<file path="config.mk">
export PLATFORM = sky130hd
export DESIGN_NAME = adc_output_port_offset_loop
export DESIGN_NICKNAME = d
export VERILOG_FILES = /design/src/adc_out_pkg.sv /design/src/adc_output_port_offset_loop.sv
export SDC_FILE = /design/constraint.sdc
export NUM_CORES = 1
export LEC_CHECK = 0
export BUFFER_PORTS_ARGS = -buffer_cell sky130_fd_sc_hd__buf_2
export CELL_PAD_IN_SITES_DETAIL_PLACEMENT = 0
export CELL_PAD_IN_SITES_GLOBAL_PLACEMENT = 1
export CORE_ASPECT_RATIO = 1.25
export CORE_UTILIZATION = 50
export CTS_BUF_LIST = sky130_fd_sc_hd__clkbuf_4 sky130_fd_sc_hd__clkbuf_8 sky130_fd_sc_hd__clkbuf_16
export DETAILED_ROUTE_END_ITERATION = 16
export GPL_TIMING_DRIVEN = 0
export PLACE_DENSITY = 0.87
export SYNTH_ARGS = -nofsm -noshare
export SYNTH_HDL_FRONTEND = slang
export SYNTH_SLANG_ARGS = --single-unit
export TNS_END_PERCENT = 1
</file>
<file path="constraint.sdc">
create_clock -name clk_sys -period 17.4 [get_ports clk_sys]
set_input_delay 0.87 -clock clk_sys [delete_from_list [all_inputs] [get_ports clk_sys]]
set_output_delay 0.87 -clock clk_sys [all_outputs]
set_load 0.01 [all_outputs]
</file>
<file path="src/adc_out_pkg.sv">
// Package with constants and carrier types for the converter output stage.
package adc_out_pkg;

  // ==========================================================================
  // Sample word and latency
  // ==========================================================================
  // Bits per sample on each channel.
  localparam int SAMPLE_W = 12;
  // Number of differential pairs per channel in double-data-rate mode.
  localparam int PAIR_N = 6;
  // Latency in sampling clock cycles for the normal path.
  localparam int LAT_NORMAL = 14;
  // Latency in sampling clock cycles with the processing path bypassed.
  localparam int LAT_LOW = 10;

  // ==========================================================================
  // Overdrive clamp codes
  // ==========================================================================
  localparam logic [11:0] OB_POS_CLAMP = 12'h7ff;
  localparam logic [11:0] TC_POS_CLAMP = 12'h3ff;
  localparam logic [11:0] OB_NEG_CLAMP = 12'h000;
  localparam logic [11:0] TC_NEG_CLAMP = 12'h400;
  // Offset binary midscale code.
  localparam logic [11:0] MIDSCALE = 12'h800;

  // ==========================================================================
  // Power-down mode field and loop time constant codes
  // ==========================================================================
  localparam logic [2:0] PDN_MUX = 3'h7;
  localparam logic [2:0] TAU_2P27 = 3'h0;
  localparam logic [2:0] TAU_2P26 = 3'h1;
  localparam logic [2:0] TAU_2P25 = 3'h2;
  localparam logic [2:0] TAU_2P24 = 3'h3;
  localparam logic [2:0] TAU_2P28 = 3'h4;
  localparam logic [2:0] TAU_2P29 = 3'h5;

  // ==========================================================================
  // Register map: word offsets on the plain register port
  // ==========================================================================
  localparam logic [3:0] REG_IFACE = 4'h0;
  localparam logic [3:0] REG_DRIVE = 4'h1;
  localparam logic [3:0] REG_LOOP = 4'h2;
  localparam logic [3:0] REG_OFS_A = 4'h3;
  localparam logic [3:0] REG_OFS_B = 4'h4;

  // Interface register field positions.
  localparam int BIT_DDR = 0;
  localparam int BIT_TWOS = 1;
  localparam int BIT_LOWLAT = 2;
  localparam int BIT_PINCFG = 3;
  localparam int POS_PDN = 4;
  // Drive register field positions.
  localparam int POS_CURR = 0;
  localparam int BIT_CDBL = 2;
  localparam int POS_TERM = 3;
  localparam int BIT_DSTR = 6;
  localparam int BIT_CSTR = 7;
  // Loop register field positions.
  localparam int BIT_LOOP_EN = 0;
  localparam int BIT_FREEZE = 1;
  localparam int POS_TAU = 4;

  // Reset values.
  localparam logic [15:0] IFACE_RST = 16'h0000;
  localparam logic [15:0] DRIVE_RST = 16'h0000;
  localparam logic [15:0] LOOP_RST = 16'h0000;

  // Accumulator width: sign, sample and fraction bits for the slowest constant.
  localparam int ACC_W = 42;
  localparam int FRAC_W = 29;

  // ==========================================================================
  // Carrier types
  // ==========================================================================
  // One raw sample pair from the converter core.
  typedef struct packed {
    logic [11:0] chan_a;
    logic [11:0] chan_b;
    logic [1:0] over_pos;
    logic [1:0] over_neg;
  } raw_pair_t;

  // Drive settings presented to the analog output buffers.
  typedef struct packed {
    logic [1:0] diff_current;
    logic current_double;
    logic [2:0] termination;
    logic data_drive_level;
    logic clock_drive_level;
  } drive_cfg_t;

  // One channel's pin group: value and output enables.
  typedef struct packed {
    logic [11:0] data_o;
    logic [11:0] data_oe;
  } pin_bus_t;

endpackage : adc_out_pkg

</file>
<file path="src/adc_output_port_offset_loop.sv">
// Output stage of a dual 12-bit converter with its dc offset loop.
`timescale 1ns/1ps

// Contract
// - 12-bit word per channel, shared clock.
// - Select single-ended or DDR by bit/pin.
// - Single-ended: one pin per bit, per cycle.
// - DDR: two bits per pair, six pairs.
// - Even bits on rise, odd on fall.
// - Differential current setting, default 3.5 mA.
// - Current double for data and clock.
// - Three termination resistors, any combination.
// - Stronger data and clock drive settings.
// - Twos complement or offset binary, bit/pin.
// - Positive overdrive clamps 0x7FF or 0x3FF.
// - Negative overdrive clamps 0x000 or 0x400.
// - Multiplex only single-ended, on bus B.
// - Multiplexing tri-states channel A pins.
// - Multiplex via mode field or pins.
// - Code 111 or pins high selects multiplex.
// - Latency 14 cycles, 10 in low latency.
// - Low latency bypasses offset correction.
// - Enabled loop subtracts offset every cycle.
// - Time constant code selects 2^24..2^29.
// - Freeze holds and applies last estimate.
// - Offset correction off after reset.
module adc_output_port_offset_loop (
  input wire logic clk_sys,
  input wire logic rst,
  input wire logic clk_en,
  // Raw samples from the converter core.
  input wire adc_out_pkg::raw_pair_t raw_in,
  // Configuration pins, asynchronous to clk_sys.
  input wire logic serial_enable_pin,
  input wire logic ctl_pin_1,
  input wire logic ctl_pin_2,
  input wire logic ctl_pin_3,
  // Plain register port.
  input wire logic [3:0] reg_addr,
  input wire logic [15:0] reg_wdata,
  input wire logic reg_wr,
  input wire logic reg_rd,
  output logic [15:0] reg_rdata,
  // Output pins.
  output adc_out_pkg::pin_bus_t chan_a_bus,
  output adc_out_pkg::pin_bus_t chan_b_bus,
  output logic fwd_clock_se,
  output logic fwd_clock_diff_pos,
  output logic ddr_mode,
  output adc_out_pkg::drive_cfg_t drive_cfg
);

  // ==========================================================================
  // Pin synchronisers
  // ==========================================================================
  // Two-stage synchronisers for the four configuration pins.
  logic [3:0] pin_s1_r;
  logic [3:0] pin_s2_r;
  logic [3:0] pin_s1_nxt;
  logic [3:0] pin_s2_nxt;

  // First stage feeds only the second stage.
  always_comb begin
    pin_s1_nxt = {ctl_pin_3, ctl_pin_2, ctl_pin_1, serial_enable_pin};
    pin_s2_nxt = pin_s1_r;
  end

  // Synchroniser registers advance only on cycles with clk_en high.
  always_ff @(posedge clk_sys or posedge rst) begin
    if (rst) begin
      pin_s1_r <= 4'h0;
      pin_s2_r <= 4'h0;
    end else if (clk_en) begin
      pin_s1_r <= pin_s1_nxt;
      pin_s2_r <= pin_s2_nxt;
    end
  end

  // ==========================================================================
  // Configuration registers
  // ==========================================================================
  logic [15:0] iface_r;
  logic [15:0] drive_r;
  logic [15:0] loop_r;
  logic [15:0] reg_rdata_r;
  logic [15:0] iface_nxt;
  logic [15:0] drive_nxt;
  logic [15:0] loop_nxt;
  logic [15:0] reg_rdata_nxt;
  // Offset estimates, read back for software inspection.
  logic signed [adc_out_pkg::ACC_W-1:0] acc_a_r;
  logic signed [adc_out_pkg::ACC_W-1:0] acc_b_r;
  logic signed [11:0] est_a;
  logic signed [11:0] est_b;

  assign est_a = acc_a_r[adc_out_pkg::FRAC_W +: 12];
  assign est_b = acc_b_r[adc_out_pkg::FRAC_W +: 12];

  // Register writes and the one-cycle-late read data.
  always_comb begin
    iface_nxt = iface_r;
    drive_nxt = drive_r;
    loop_nxt = loop_r;
    reg_rdata_nxt = 16'h0000;
    if (reg_wr) begin
      case (reg_addr)
        adc_out_pkg::REG_IFACE: iface_nxt = reg_wdata;
        adc_out_pkg::REG_DRIVE: drive_nxt = reg_wdata;
        adc_out_pkg::REG_LOOP: loop_nxt = reg_wdata;
        default: ;
      endcase
    end
    if (reg_rd) begin
      // Unmapped addresses read as zero.
      case (reg_addr)
        adc_out_pkg::REG_IFACE: reg_rdata_nxt = iface_r;
        adc_out_pkg::REG_DRIVE: reg_rdata_nxt = drive_r;
        adc_out_pkg::REG_LOOP: reg_rdata_nxt = loop_r;
        adc_out_pkg::REG_OFS_A: reg_rdata_nxt = {{4{est_a[11]}}, est_a};
        adc_out_pkg::REG_OFS_B: reg_rdata_nxt = {{4{est_b[11]}}, est_b};
        default: reg_rdata_nxt = 16'h0000;
      endcase
    end
  end

  // Loop enable resets cleared, so correction stays off until written.
  always_ff @(posedge clk_sys or posedge rst) begin
    if (rst) begin
      iface_r <= adc_out_pkg::IFACE_RST;
      drive_r <= adc_out_pkg::DRIVE_RST;
      loop_r <= adc_out_pkg::LOOP_RST;
      reg_rdata_r <= 16'h0000;
    end else if (clk_en) begin
      iface_r <= iface_nxt;
      drive_r <= drive_nxt;
      loop_r <= loop_nxt;
      reg_rdata_r <= reg_rdata_nxt;
    end
  end

  assign reg_rdata = reg_rdata_r;

  // ==========================================================================
  // Mode decode
  // ==========================================================================
  logic pin_cfg;
  logic sel_ddr;
  logic sel_twos;
  logic low_lat;
  logic mux_req;
  logic mux_on;
  logic loop_en;
  logic loop_freeze;
  logic [2:0] tau_code;

  // In pin mode the serial enable pin picks both interface and format.
  always_comb begin
    pin_cfg = iface_r[adc_out_pkg::BIT_PINCFG];
    sel_ddr = pin_cfg ? pin_s2_r[0] : iface_r[adc_out_pkg::BIT_DDR];
    sel_twos = pin_cfg ? pin_s2_r[0] : iface_r[adc_out_pkg::BIT_TWOS];
    low_lat = iface_r[adc_out_pkg::BIT_LOWLAT];
    mux_req = pin_cfg ? (pin_s2_r[3:1] == 3'h7)
                      : (iface_r[adc_out_pkg::POS_PDN +: 3] == adc_out_pkg::PDN_MUX);
    mux_on = mux_req && !sel_ddr;
    loop_en = loop_r[adc_out_pkg::BIT_LOOP_EN] && !low_lat;
    loop_freeze = loop_r[adc_out_pkg::BIT_FREEZE];
    tau_code = loop_r[adc_out_pkg::POS_TAU +: 3];
  end

  // Buffer settings: code 0 is the 3.5 mA default, the rest the others.
  always_comb begin
    drive_cfg.diff_current = drive_r[adc_out_pkg::POS_CURR +: 2];
    drive_cfg.current_double = drive_r[adc_out_pkg::BIT_CDBL];
    drive_cfg.termination = drive_r[adc_out_pkg::POS_TERM +: 3];
    drive_cfg.data_drive_level = drive_r[adc_out_pkg::BIT_DSTR];
    drive_cfg.clock_drive_level = drive_r[adc_out_pkg::BIT_CSTR];
  end

  assign ddr_mode = sel_ddr;

  // ==========================================================================
  // Offset loop
  // ==========================================================================
  // The estimate is a leaky integrator whose shift sets the time constant.
  logic signed [adc_out_pkg::ACC_W-1:0] acc_a_nxt;
  logic signed [adc_out_pkg::ACC_W-1:0] acc_b_nxt;
  logic [4:0] shift;
  logic signed [12:0] err_a;
  logic signed [12:0] err_b;
  logic [11:0] cor_a;
  logic [11:0] cor_b;
  // Width to which the error is extended before it is shifted.
  localparam int ACC_EXT = adc_out_pkg::ACC_W;

  // Decode the time constant: unused codes fall back to 2^27.
  always_comb begin
    case (tau_code)
      adc_out_pkg::TAU_2P26: shift = 5'h1a;
      adc_out_pkg::TAU_2P25: shift = 5'h19;
      adc_out_pkg::TAU_2P24: shift = 5'h18;
      adc_out_pkg::TAU_2P28: shift = 5'h1c;
      adc_out_pkg::TAU_2P29: shift = 5'h1d;
      default: shift = 5'h1b;
    endcase
  end

  // Error is the corrected signed sample; integrating it drives it to zero.
  always_comb begin
    err_a = 13'(signed'({1'b0, raw_in.chan_a} - {1'b0, adc_out_pkg::MIDSCALE}))
            - 13'(est_a);
    err_b = 13'(signed'({1'b0, raw_in.chan_b} - {1'b0, adc_out_pkg::MIDSCALE}))
            - 13'(est_b);
    acc_a_nxt = acc_a_r;
    acc_b_nxt = acc_b_r;
    if (loop_en && !loop_freeze) begin
      acc_a_nxt = acc_a_r + ((ACC_EXT'(err_a) <<< adc_out_pkg::FRAC_W) >>> shift);
      acc_b_nxt = acc_b_r + ((ACC_EXT'(err_b) <<< adc_out_pkg::FRAC_W) >>> shift);
    end
    // Subtract the held estimate whenever the loop is enabled.
    cor_a = loop_en ? raw_in.chan_a - 12'(est_a) : raw_in.chan_a;
    cor_b = loop_en ? raw_in.chan_b - 12'(est_b) : raw_in.chan_b;
  end

  // The estimate clears at reset so the loop starts from zero.
  always_ff @(posedge clk_sys or posedge rst) begin
    if (rst) begin
      acc_a_r <= '0;
      acc_b_r <= '0;
    end else if (clk_en) begin
      acc_a_r <= acc_a_nxt;
      acc_b_r <= acc_b_nxt;
    end
  end

  // ==========================================================================
  // Format, overdrive and latency pipeline
  // ==========================================================================
  // Delay line long enough for the default latency; a tap selects depth.
  logic [23:0] pipe_r [adc_out_pkg::LAT_NORMAL];
  logic [23:0] pipe_nxt [adc_out_pkg::LAT_NORMAL];
  logic [11:0] fmt_a;
  logic [11:0] fmt_b;
  logic [23:0] tap;

  // Overdrive clamps take the place of the corrected code.
  always_comb begin
    if (raw_in.over_pos[1]) begin
      fmt_a = sel_twos ? adc_out_pkg::TC_POS_CLAMP : adc_out_pkg::OB_POS_CLAMP;
    end else if (raw_in.over_neg[1]) begin
      fmt_a = sel_twos ? adc_out_pkg::TC_NEG_CLAMP : adc_out_pkg::OB_NEG_CLAMP;
    end else begin
      fmt_a = {cor_a[11] ^ sel_twos, cor_a[10:0]};
    end
    if (raw_in.over_pos[0]) begin
      fmt_b = sel_twos ? adc_out_pkg::TC_POS_CLAMP : adc_out_pkg::OB_POS_CLAMP;
    end else if (raw_in.over_neg[0]) begin
      fmt_b = sel_twos ? adc_out_pkg::TC_NEG_CLAMP : adc_out_pkg::OB_NEG_CLAMP;
    end else begin
      fmt_b = {cor_b[11] ^ sel_twos, cor_b[10:0]};
    end
    pipe_nxt[0] = {fmt_a, fmt_b};
    for (int i = 1; i < adc_out_pkg::LAT_NORMAL; i++) begin
      pipe_nxt[i] = pipe_r[i-1];
    end
    // Capture is cycle 0; the output register adds the last cycle.
    tap = low_lat ? pipe_r[adc_out_pkg::LAT_LOW-2]
                  : pipe_r[adc_out_pkg::LAT_NORMAL-2];
  end

  // Pipeline shift; data need no reset but one keeps outputs defined.
  always_ff @(posedge clk_sys or posedge rst) begin
    if (rst) begin
      for (int i = 0; i < adc_out_pkg::LAT_NORMAL; i++) begin
        pipe_r[i] <= 24'h000000;
      end
    end else if (clk_en) begin
      pipe_r <= pipe_nxt;
    end
  end

  // ==========================================================================
  // Output drive
  // ==========================================================================
  // Multiplex sequencing alternates channel A then B on bus B.
  logic mux_ph_r;
  logic mux_ph_nxt;
  logic [11:0] out_a_r;
  logic [11:0] out_b_r;
  logic [11:0] out_a_nxt;
  logic [11:0] out_b_nxt;
  logic clk_ph_r;
  logic clk_ph_nxt;

  // The forwarded clock is one toggle per cycle; a bench sees its level.
  // Limitation: true DDR edges need the pad clock; here the phase marks
  // the half in which even bits stand on the pairs.
  always_comb begin
    mux_ph_nxt = mux_on ? !mux_ph_r : 1'b0;
    clk_ph_nxt = !clk_ph_r;
    out_a_nxt = tap[23:12];
    out_b_nxt = tap[11:0];
    if (mux_on) begin
      out_b_nxt = mux_ph_r ? out_b_r : tap[23:12];
      out_b_nxt = mux_ph_r ? tap[11:0] : out_b_nxt;
    end
  end

  // Output registers hold the current words.
  always_ff @(posedge clk_sys or posedge rst) begin
    if (rst) begin
      mux_ph_r <= 1'b0;
      clk_ph_r <= 1'b0;
      out_a_r <= 12'h000;
      out_b_r <= 12'h000;
    end else if (clk_en) begin
      mux_ph_r <= mux_ph_nxt;
      clk_ph_r <= clk_ph_nxt;
      out_a_r <= out_a_nxt;
      out_b_r <= out_b_nxt;
    end
  end

  // Pin mapping. In DDR mode pair k carries bit 2k on the rising phase
  // and bit 2k+1 on the falling phase; upper pins go quiet.
  always_comb begin
    chan_a_bus.data_o = out_a_r;
    chan_b_bus.data_o = out_b_r;
    chan_a_bus.data_oe = mux_on ? 12'h000 : 12'hfff;
    chan_b_bus.data_oe = 12'hfff;
    if (sel_ddr) begin
      for (int k = 0; k < adc_out_pkg::PAIR_N; k++) begin
        chan_a_bus.data_o[k] = out_a_r[2*k + (clk_ph_r ? 0 : 1)];
        chan_b_bus.data_o[k] = out_b_r[2*k + (clk_ph_r ? 0 : 1)];
      end
      chan_a_bus.data_o[11:6] = 6'h00;
      chan_b_bus.data_o[11:6] = 6'h00;
      chan_a_bus.data_oe = 12'h03f;
      chan_b_bus.data_oe = 12'h03f;
    end
    fwd_clock_se = sel_ddr ? 1'b0 : clk_ph_r;
    fwd_clock_diff_pos = sel_ddr ? clk_ph_r : 1'b0;
  end

endmodule : adc_output_port_offset_loop

</file>
Word-level counts from Yosys, hierarchy flattened --
Index checks and enable logic that the tools add are counted.
Word-level totals: flip-flop bits (word level) 494, output and inout port bits 75, input bits 57, logic and storage cells 132
Operators by class: bitwise gates (word level) 2, mux-type cells 60, reduce and logical (&&, ||, !) cells 13, add/subtract/negate cells 13, equality and inequality tests 11, shift operators 2, order comparisons 6
Operators with widths (number):
- 32-bit by 6-bit less-than comparator with 1-bit output, second input constant | 5
- 12-bit 2-to-1 mux | 9
- 42-bit adder | 2
- 42-bit by 5-bit >>> shifter with 42-bit output | 2
- 16-bit one-hot mux with 5 select lines | 1
- 24-bit 2-to-1 mux | 3
- 4-bit by 32-bit adder with 32-bit output, first input constant | 2
- 1-bit binary-select mux with 4-bit select | 12
- 3-bit by 32-bit adder with 32-bit output, first input constant | 1
- 5-bit by 32-bit adder with 32-bit output, first input constant | 1
- 1-bit 2-to-1 mux | 31
- 12-bit by 12-bit subtractor with 13-bit output, second input constant | 2
- 13-bit by 12-bit subtractor with 13-bit output | 2
- 12-bit subtractor | 2
- 11-bit 2-to-1 mux | 2
- 16-bit 2-to-1 mux | 1
- 3-bit one-hot mux with 5 select lines | 1
- 3-bit equality test, second input constant | 4
- 3-bit AND reduction | 3
- 4-bit by 2-bit equality test with 1-bit output, second input constant | 2
- 3-bit by 2-bit equality test with 1-bit output, second input constant | 2
- 4-bit by 1-bit adder with 5-bit output, first input constant | 1
- 1-bit logical NOT | 5
- 5-bit less-than comparator, second input constant | 1
- 7 further kinds | 10

Depth between registers and ports, before layout --
depth after elaboration 6, mapped depth 26, depth with buffers taken out 26

Worst setup path before layout --
No wires, ideal clock.
path kind input to register, start point in raw_in[5] (netlist bit), end point reg acc_b_r[30] (netlist bit), setup time 0.095 ns, data arrival time 5.890 ns, data required time 17.305 ns, setup slack 11.415 ns, path buffers 0, cell stages on the path 24, cell sequence ha_1 > ha_1 > fa_1 > a21oi_1 > o21ba_2 > o21bai_1 > a2111oi_0 > o31ai_1 > a21oi_1 > xnor2_1 > mux2_2 > a21oi_1 > o21ai_0 > ha_1 > a21o_1 > a211o_1 > a21oi_2 > or2b_2 > a211oi_2 > or4_1 > a41oi_2 > nor3_2 > o21a_1 > o31ai_1
On the way: word-level cells in the longest chain between the ends 4
RTL lines:
- from (decl) | line adc_output_port_offset_loop.sv:32 | input wire adc_out_pkg::raw_pair_t raw_in,
- 12-bit by 12-bit subtractor with 13-bit output | line adc_output_port_offset_loop.sv:211 | err_b = 13'(signed'({1'b0, raw_in.chan_b} - {1'b0, adc_out_pkg::MIDSCALE}))
- 13-bit by 12-bit subtractor with 13-bit output | line adc_output_port_offset_loop.sv:212 | - 13'(est_b);
- 42-bit by 5-bit >>> shifter with 42-bit output | line adc_output_port_offset_loop.sv:217 | acc_b_nxt = acc_b_r + ((ACC_EXT'(err_b) <<< adc_out_pkg::FRAC_W) >>> shift);
- 42-bit adder | line adc_output_port_offset_loop.sv:217
- to (signal assigned) | line adc_output_port_offset_loop.sv:231 | acc_b_r <= acc_b_nxt;
- to (decl) | line adc_output_port_offset_loop.sv:92 | logic signed [adc_out_pkg::ACC_W-1:0] acc_b_r;
Every way passes these cells. A chain may end at the register's enable or synchronous reset.

Final worst setup path --
start point reg acc_a_r[30] (netlist bit), end point reg acc_a_r[39] (netlist bit)
On the way: word-level cells in the longest chain between the ends 3
RTL lines:
- from (decl) | line adc_output_port_offset_loop.sv:91 | logic signed [adc_out_pkg::ACC_W-1:0] acc_a_r;
- from (signal assigned) | line adc_output_port_offset_loop.sv:230 | acc_a_r <= acc_a_nxt;
- 13-bit by 12-bit subtractor with 13-bit output | line adc_output_port_offset_loop.sv:210 | - 13'(est_a);
- 42-bit by 5-bit >>> shifter with 42-bit output | line adc_output_port_offset_loop.sv:216 | acc_a_nxt = acc_a_r + ((ACC_EXT'(err_a) <<< adc_out_pkg::FRAC_W) >>> shift);
- 42-bit adder * | line adc_output_port_offset_loop.sv:216
Mark *: on every way between the ends. The rest lies on a longest branch, timed or not.

==> run_results.csv <==
group,metric,value,unit
detailed_routing,wl_per_cell,21.0,microns
die,fp-row-count,94,
global_route,busiest_layer,"met2",
synth,netlist_area,0.0270,sq mm
place,port_buffers,124,
timing,rsz0062_at_grt,"false",
cells_and_area,drive_gt1_share,23.8,%
worst_setup_path,path_buf_inv,2,
cells_and_area,final_cell_mix,"dfrtp_1 (492), mux2_2 (363), nand2_1 (206), a21oi_1 (179), nor2_1 (150)",
synth,yosys_warnings,0,
synth,ys.flop_type,"dfrtp_1",
timing,drv_slew,0,
detailed_routing,ant_nets,0,
cells_and_area,areaGrowthSynthToFinish,12.2,%
clock_network,cts_resized,0,
min_path,min_path_type,"in -> async",
clock_network,cts-root-buf,"clkbuf_16",
die,die_h,262,microns
pwr,ir_worst_vdd,0.179,mV
global_route,antenna_found_initial,3,
place,place_congestion,0.924,
clock_network,cts_made_buffers,50,
synth,ys_seq_area_share,45.7,%
clock_network,cts_tree,"done",
timing,finalSetupTns,0,ns
synth,yosysUniqueCellTypes,78,
timing,period_share,40.7,%
detailed_routing,routed_wl,71100,microns
detailed_routing,vias,19705,
worst_setup_path,cp_slowest_cell,"a211oi_1",
cells_and_area,post-route-util,57.2,%
worst_setup_path,start_kind,"register",
global_route,met3_usage,3.05,%
timing,finalHoldViolCount,0,
synth,ys_seq_elements,492,
clock_network,clock_latency,0.62,ns
global_route,grtUsageMet1,30.1,%
pwr,p_total,0.00679,W
cells_and_area,stdcell_count,3384,
die,core,0.0529,sq mm
clock_network,cts_setup_buffers,0,
clock_network,h-tree-depth,2,
detailed_routing,post_drt_via_cell_ratio,5.82,
global_route,overflow,0,
worst_setup_path,critPathMostFrequentCell,"ha_1",
cells_and_area,finalNetCount,2882,
place,placed_cells,3294,
worst_setup_path,worst_ep_arrival_time,7.63,ns
synth,netlist_instances,2490,
global_route,grt_pass1_vias,20342,
worst_setup_path,worstSetupEndpointType,"register",
global_route,grt_max_degree,141,
timing,relSlewSlack,30.0,%
place,placed_area,0.0285,sq mm
worst_setup_path,path_class,"reg -> reg",
die,fp.dieW,210,microns
flow_run,cap_violations,0,
global_route,track_usage,26.3,%
status,status,"completed",
cells_and_area,final_cell_area,0.0302,sq mm
place,hpwl,53600,microns
clock_network,clkSinkCount,492,
die,ioPinCount,132,
timing,setup_viol,0,
clock_network,cts_max_path_buffers,3,
pwr,leakage,13.4,nW
worst_setup_path,critPathMaxFanout,7,
clock_network,cts_hold_buf,0,
detailed_routing,drt_iter0_drc,1033,
pwr,power.density,225,mW/mm^2
detailed_routing,firstDrtPassIters,6,
synth,async_flop_share,100,%
worst_setup_path,cpPeakStageDelay,0.81,ns
synth,synth_edf_count,0,
synth,syn_avg_cell_area,10.8,sq um
worst_setup_path,cp.required,17.95,ns
die,dieArea,0.0549,sq mm
cells_and_area,final_common_cell,"dfrtp_1",
global_route,grt_pass1_wl,112000,microns
timing,fmax,0.141,GHz
die,initial_utilization,51.0,%
cells_and_area,regArea,0.0123,sq mm
worst_setup_path,path_delay_family,"compound AO/OA/AOI/OAI gates",
global_route,grtUsageMet2,47.9,%
timing,worst_pin_slew,1.04,ns
cells_and_area,multi_input_area,0.0136,sq mm
clock_network,cts.clk_slew.worst_paths,0.06,ns
timing,fin_crit,7.08,ns
detailed_routing,drcViolationCount,0,
cells_and_area,fill_cells,4483,
timing,clock_skew,0.0218,ns
state kept, by name, indices dropped and copies added (netlist names):
register,flops
pipe_nxt,312
acc_a_r,41
acc_b_r,41
drive_r,16
iface_r,16
loop_r,16
reg_rdata,16
out_a_r,12
out_b_r,12
pin_s1_r,4
pin_s2_r,4
clk_ph_r,1
mux_ph_r,1
logic make-up (layout without fill, tap and decap cells):
kind of cell    count (synthesis)  in the layout  synth area share [%]
compound gates                548            548                  12.5
xor+xnor                      114            114                  3.70
fa+ha+maj                     151            151                  7.67
buf+inv                       257            473                  3.99
flops                         492            492                  45.7
mux                           428            428                  18.1
other cells                     1              7                0.0139
simple gates                  499            499                  8.32
worst register-to-register path, cell delays in order, from the launching register on:
cell	delay, ns
dfrtp_1	0.57
inv_1	0.09
ha_1	0.31
ha_1	0.22
fa_1	0.47
a21oi_1	0.16
o21bai_1	0.12
a21o_1	0.22
a2111oi_2	0.47
nor4_1	0.09
nor3_1	0.57
mux2i_1	0.16
o221ai_1	0.33
nand2_1	0.09
o21ai_0	0.11
ha_1	0.26
clkbuf_1	0.17
nor2b_1	0.17
o21a_1	0.17
a211oi_1	0.81
o2111ai_1	0.36
a31oi_1	0.40
o31ai_1	0.21
a21oi_1	0.21
nand4b_1	0.13
nand3_1	0.13
worst paths after layout:
path,from,cells after the start,slack (ns),endpoint
max reg2reg,acc_a_r[30],25,10.32,acc_a_r[39]
max in group asynchronous,rst,3,15.87,pipe_nxt[135]
min reg2reg,acc_a_r[9],2,0.48,acc_a_r[9]
min in group clk_sys,acc_a_r[9],2,0.48,acc_a_r[9]
max,acc_a_r[30],25,10.32,acc_a_r[39]
min,rst,2,0.35,pipe_nxt[28]
cell type report:
| class | count | area share (%) |
|---|---|---|
| plain buffers | 152 | 2.25 |
| inverters | 105 | 1.33 |
| flip-flops and latches | 492 | 40.7 |
| clock buffers | 65 | 4.69 |
| clock inverters | 24 | 0.955 |
| repair buffers | 127 | 2.32 |
| well taps | 672 | 2.78 |
| multi-input cells | 1746 | 45.0 |
| diodes | 1 | 0.00827 |
per-stage QoR:
step           worst slack, ns  hold WS, ns
2_1_floorplan             2.80        0.445
3_3_place_gp             -1.73        0.463
3_5_place_dp             10.11        0.467
4_1_cts                  10.43        0.377
5_1_grt                   9.96        0.404
6_report                 10.32        0.347
cell usage after synthesis (11+ instances only):
cell type,n,area [sq um]
ha_1,127,1590
o22ai_1,17,106
inv_1,104,390
a211oi_1,11,82.6
a222oi_1,12,120
nand2b_1,12,75.1
mux4_2,12,270
nor2_1,150,563
a21oi_1,179,896
buf_4,29,218
and3_1,13,81.3
dfrtp_1,492,12300
nand4_1,14,87.6
mux2_2,363,4090
xor2_1,52,455
o21a_1,17,128
and2_1,17,106
buf_1,11,41.3
a21o_1,45,338
mux2i_1,53,531
nand2_1,206,773
nor2b_1,22,138
o21ai_0,148,741
nor3_1,18,90.1
clkbuf_1,111,417
nand3_1,16,80.1
a221oi_1,16,140
a31oi_1,22,138
fa_1,24,480
xnor2_1,62,543
o31ai_1,12,90.1
per-layer routing:
| metal | wire [microns] | up-vias |
|---|---|---|
| met5 | 24 | - |
| met4 | 4390 | 4 |
| met3 | 2810 | 170 |
| met2 | 36400 | 496 |
| met1 | 27400 | 9842 |
| li1 | - | 9193 |
where the power goes:
part | leakage, nW | internal (W) | total, W | switching [W]
Combinational | 6.78 | 0.00163 | 0.00383 | 0.00219
Clock | 0.835 | 0.000629 | 0.00111 | 0.000482
Sequential | 5.77 | 0.00153 | 0.00185 | 0.000319
Total | 13.4 | 0.00380 | 0.00679 | 0.00300
Note: power is estimated with default switching activity, not from simulation.
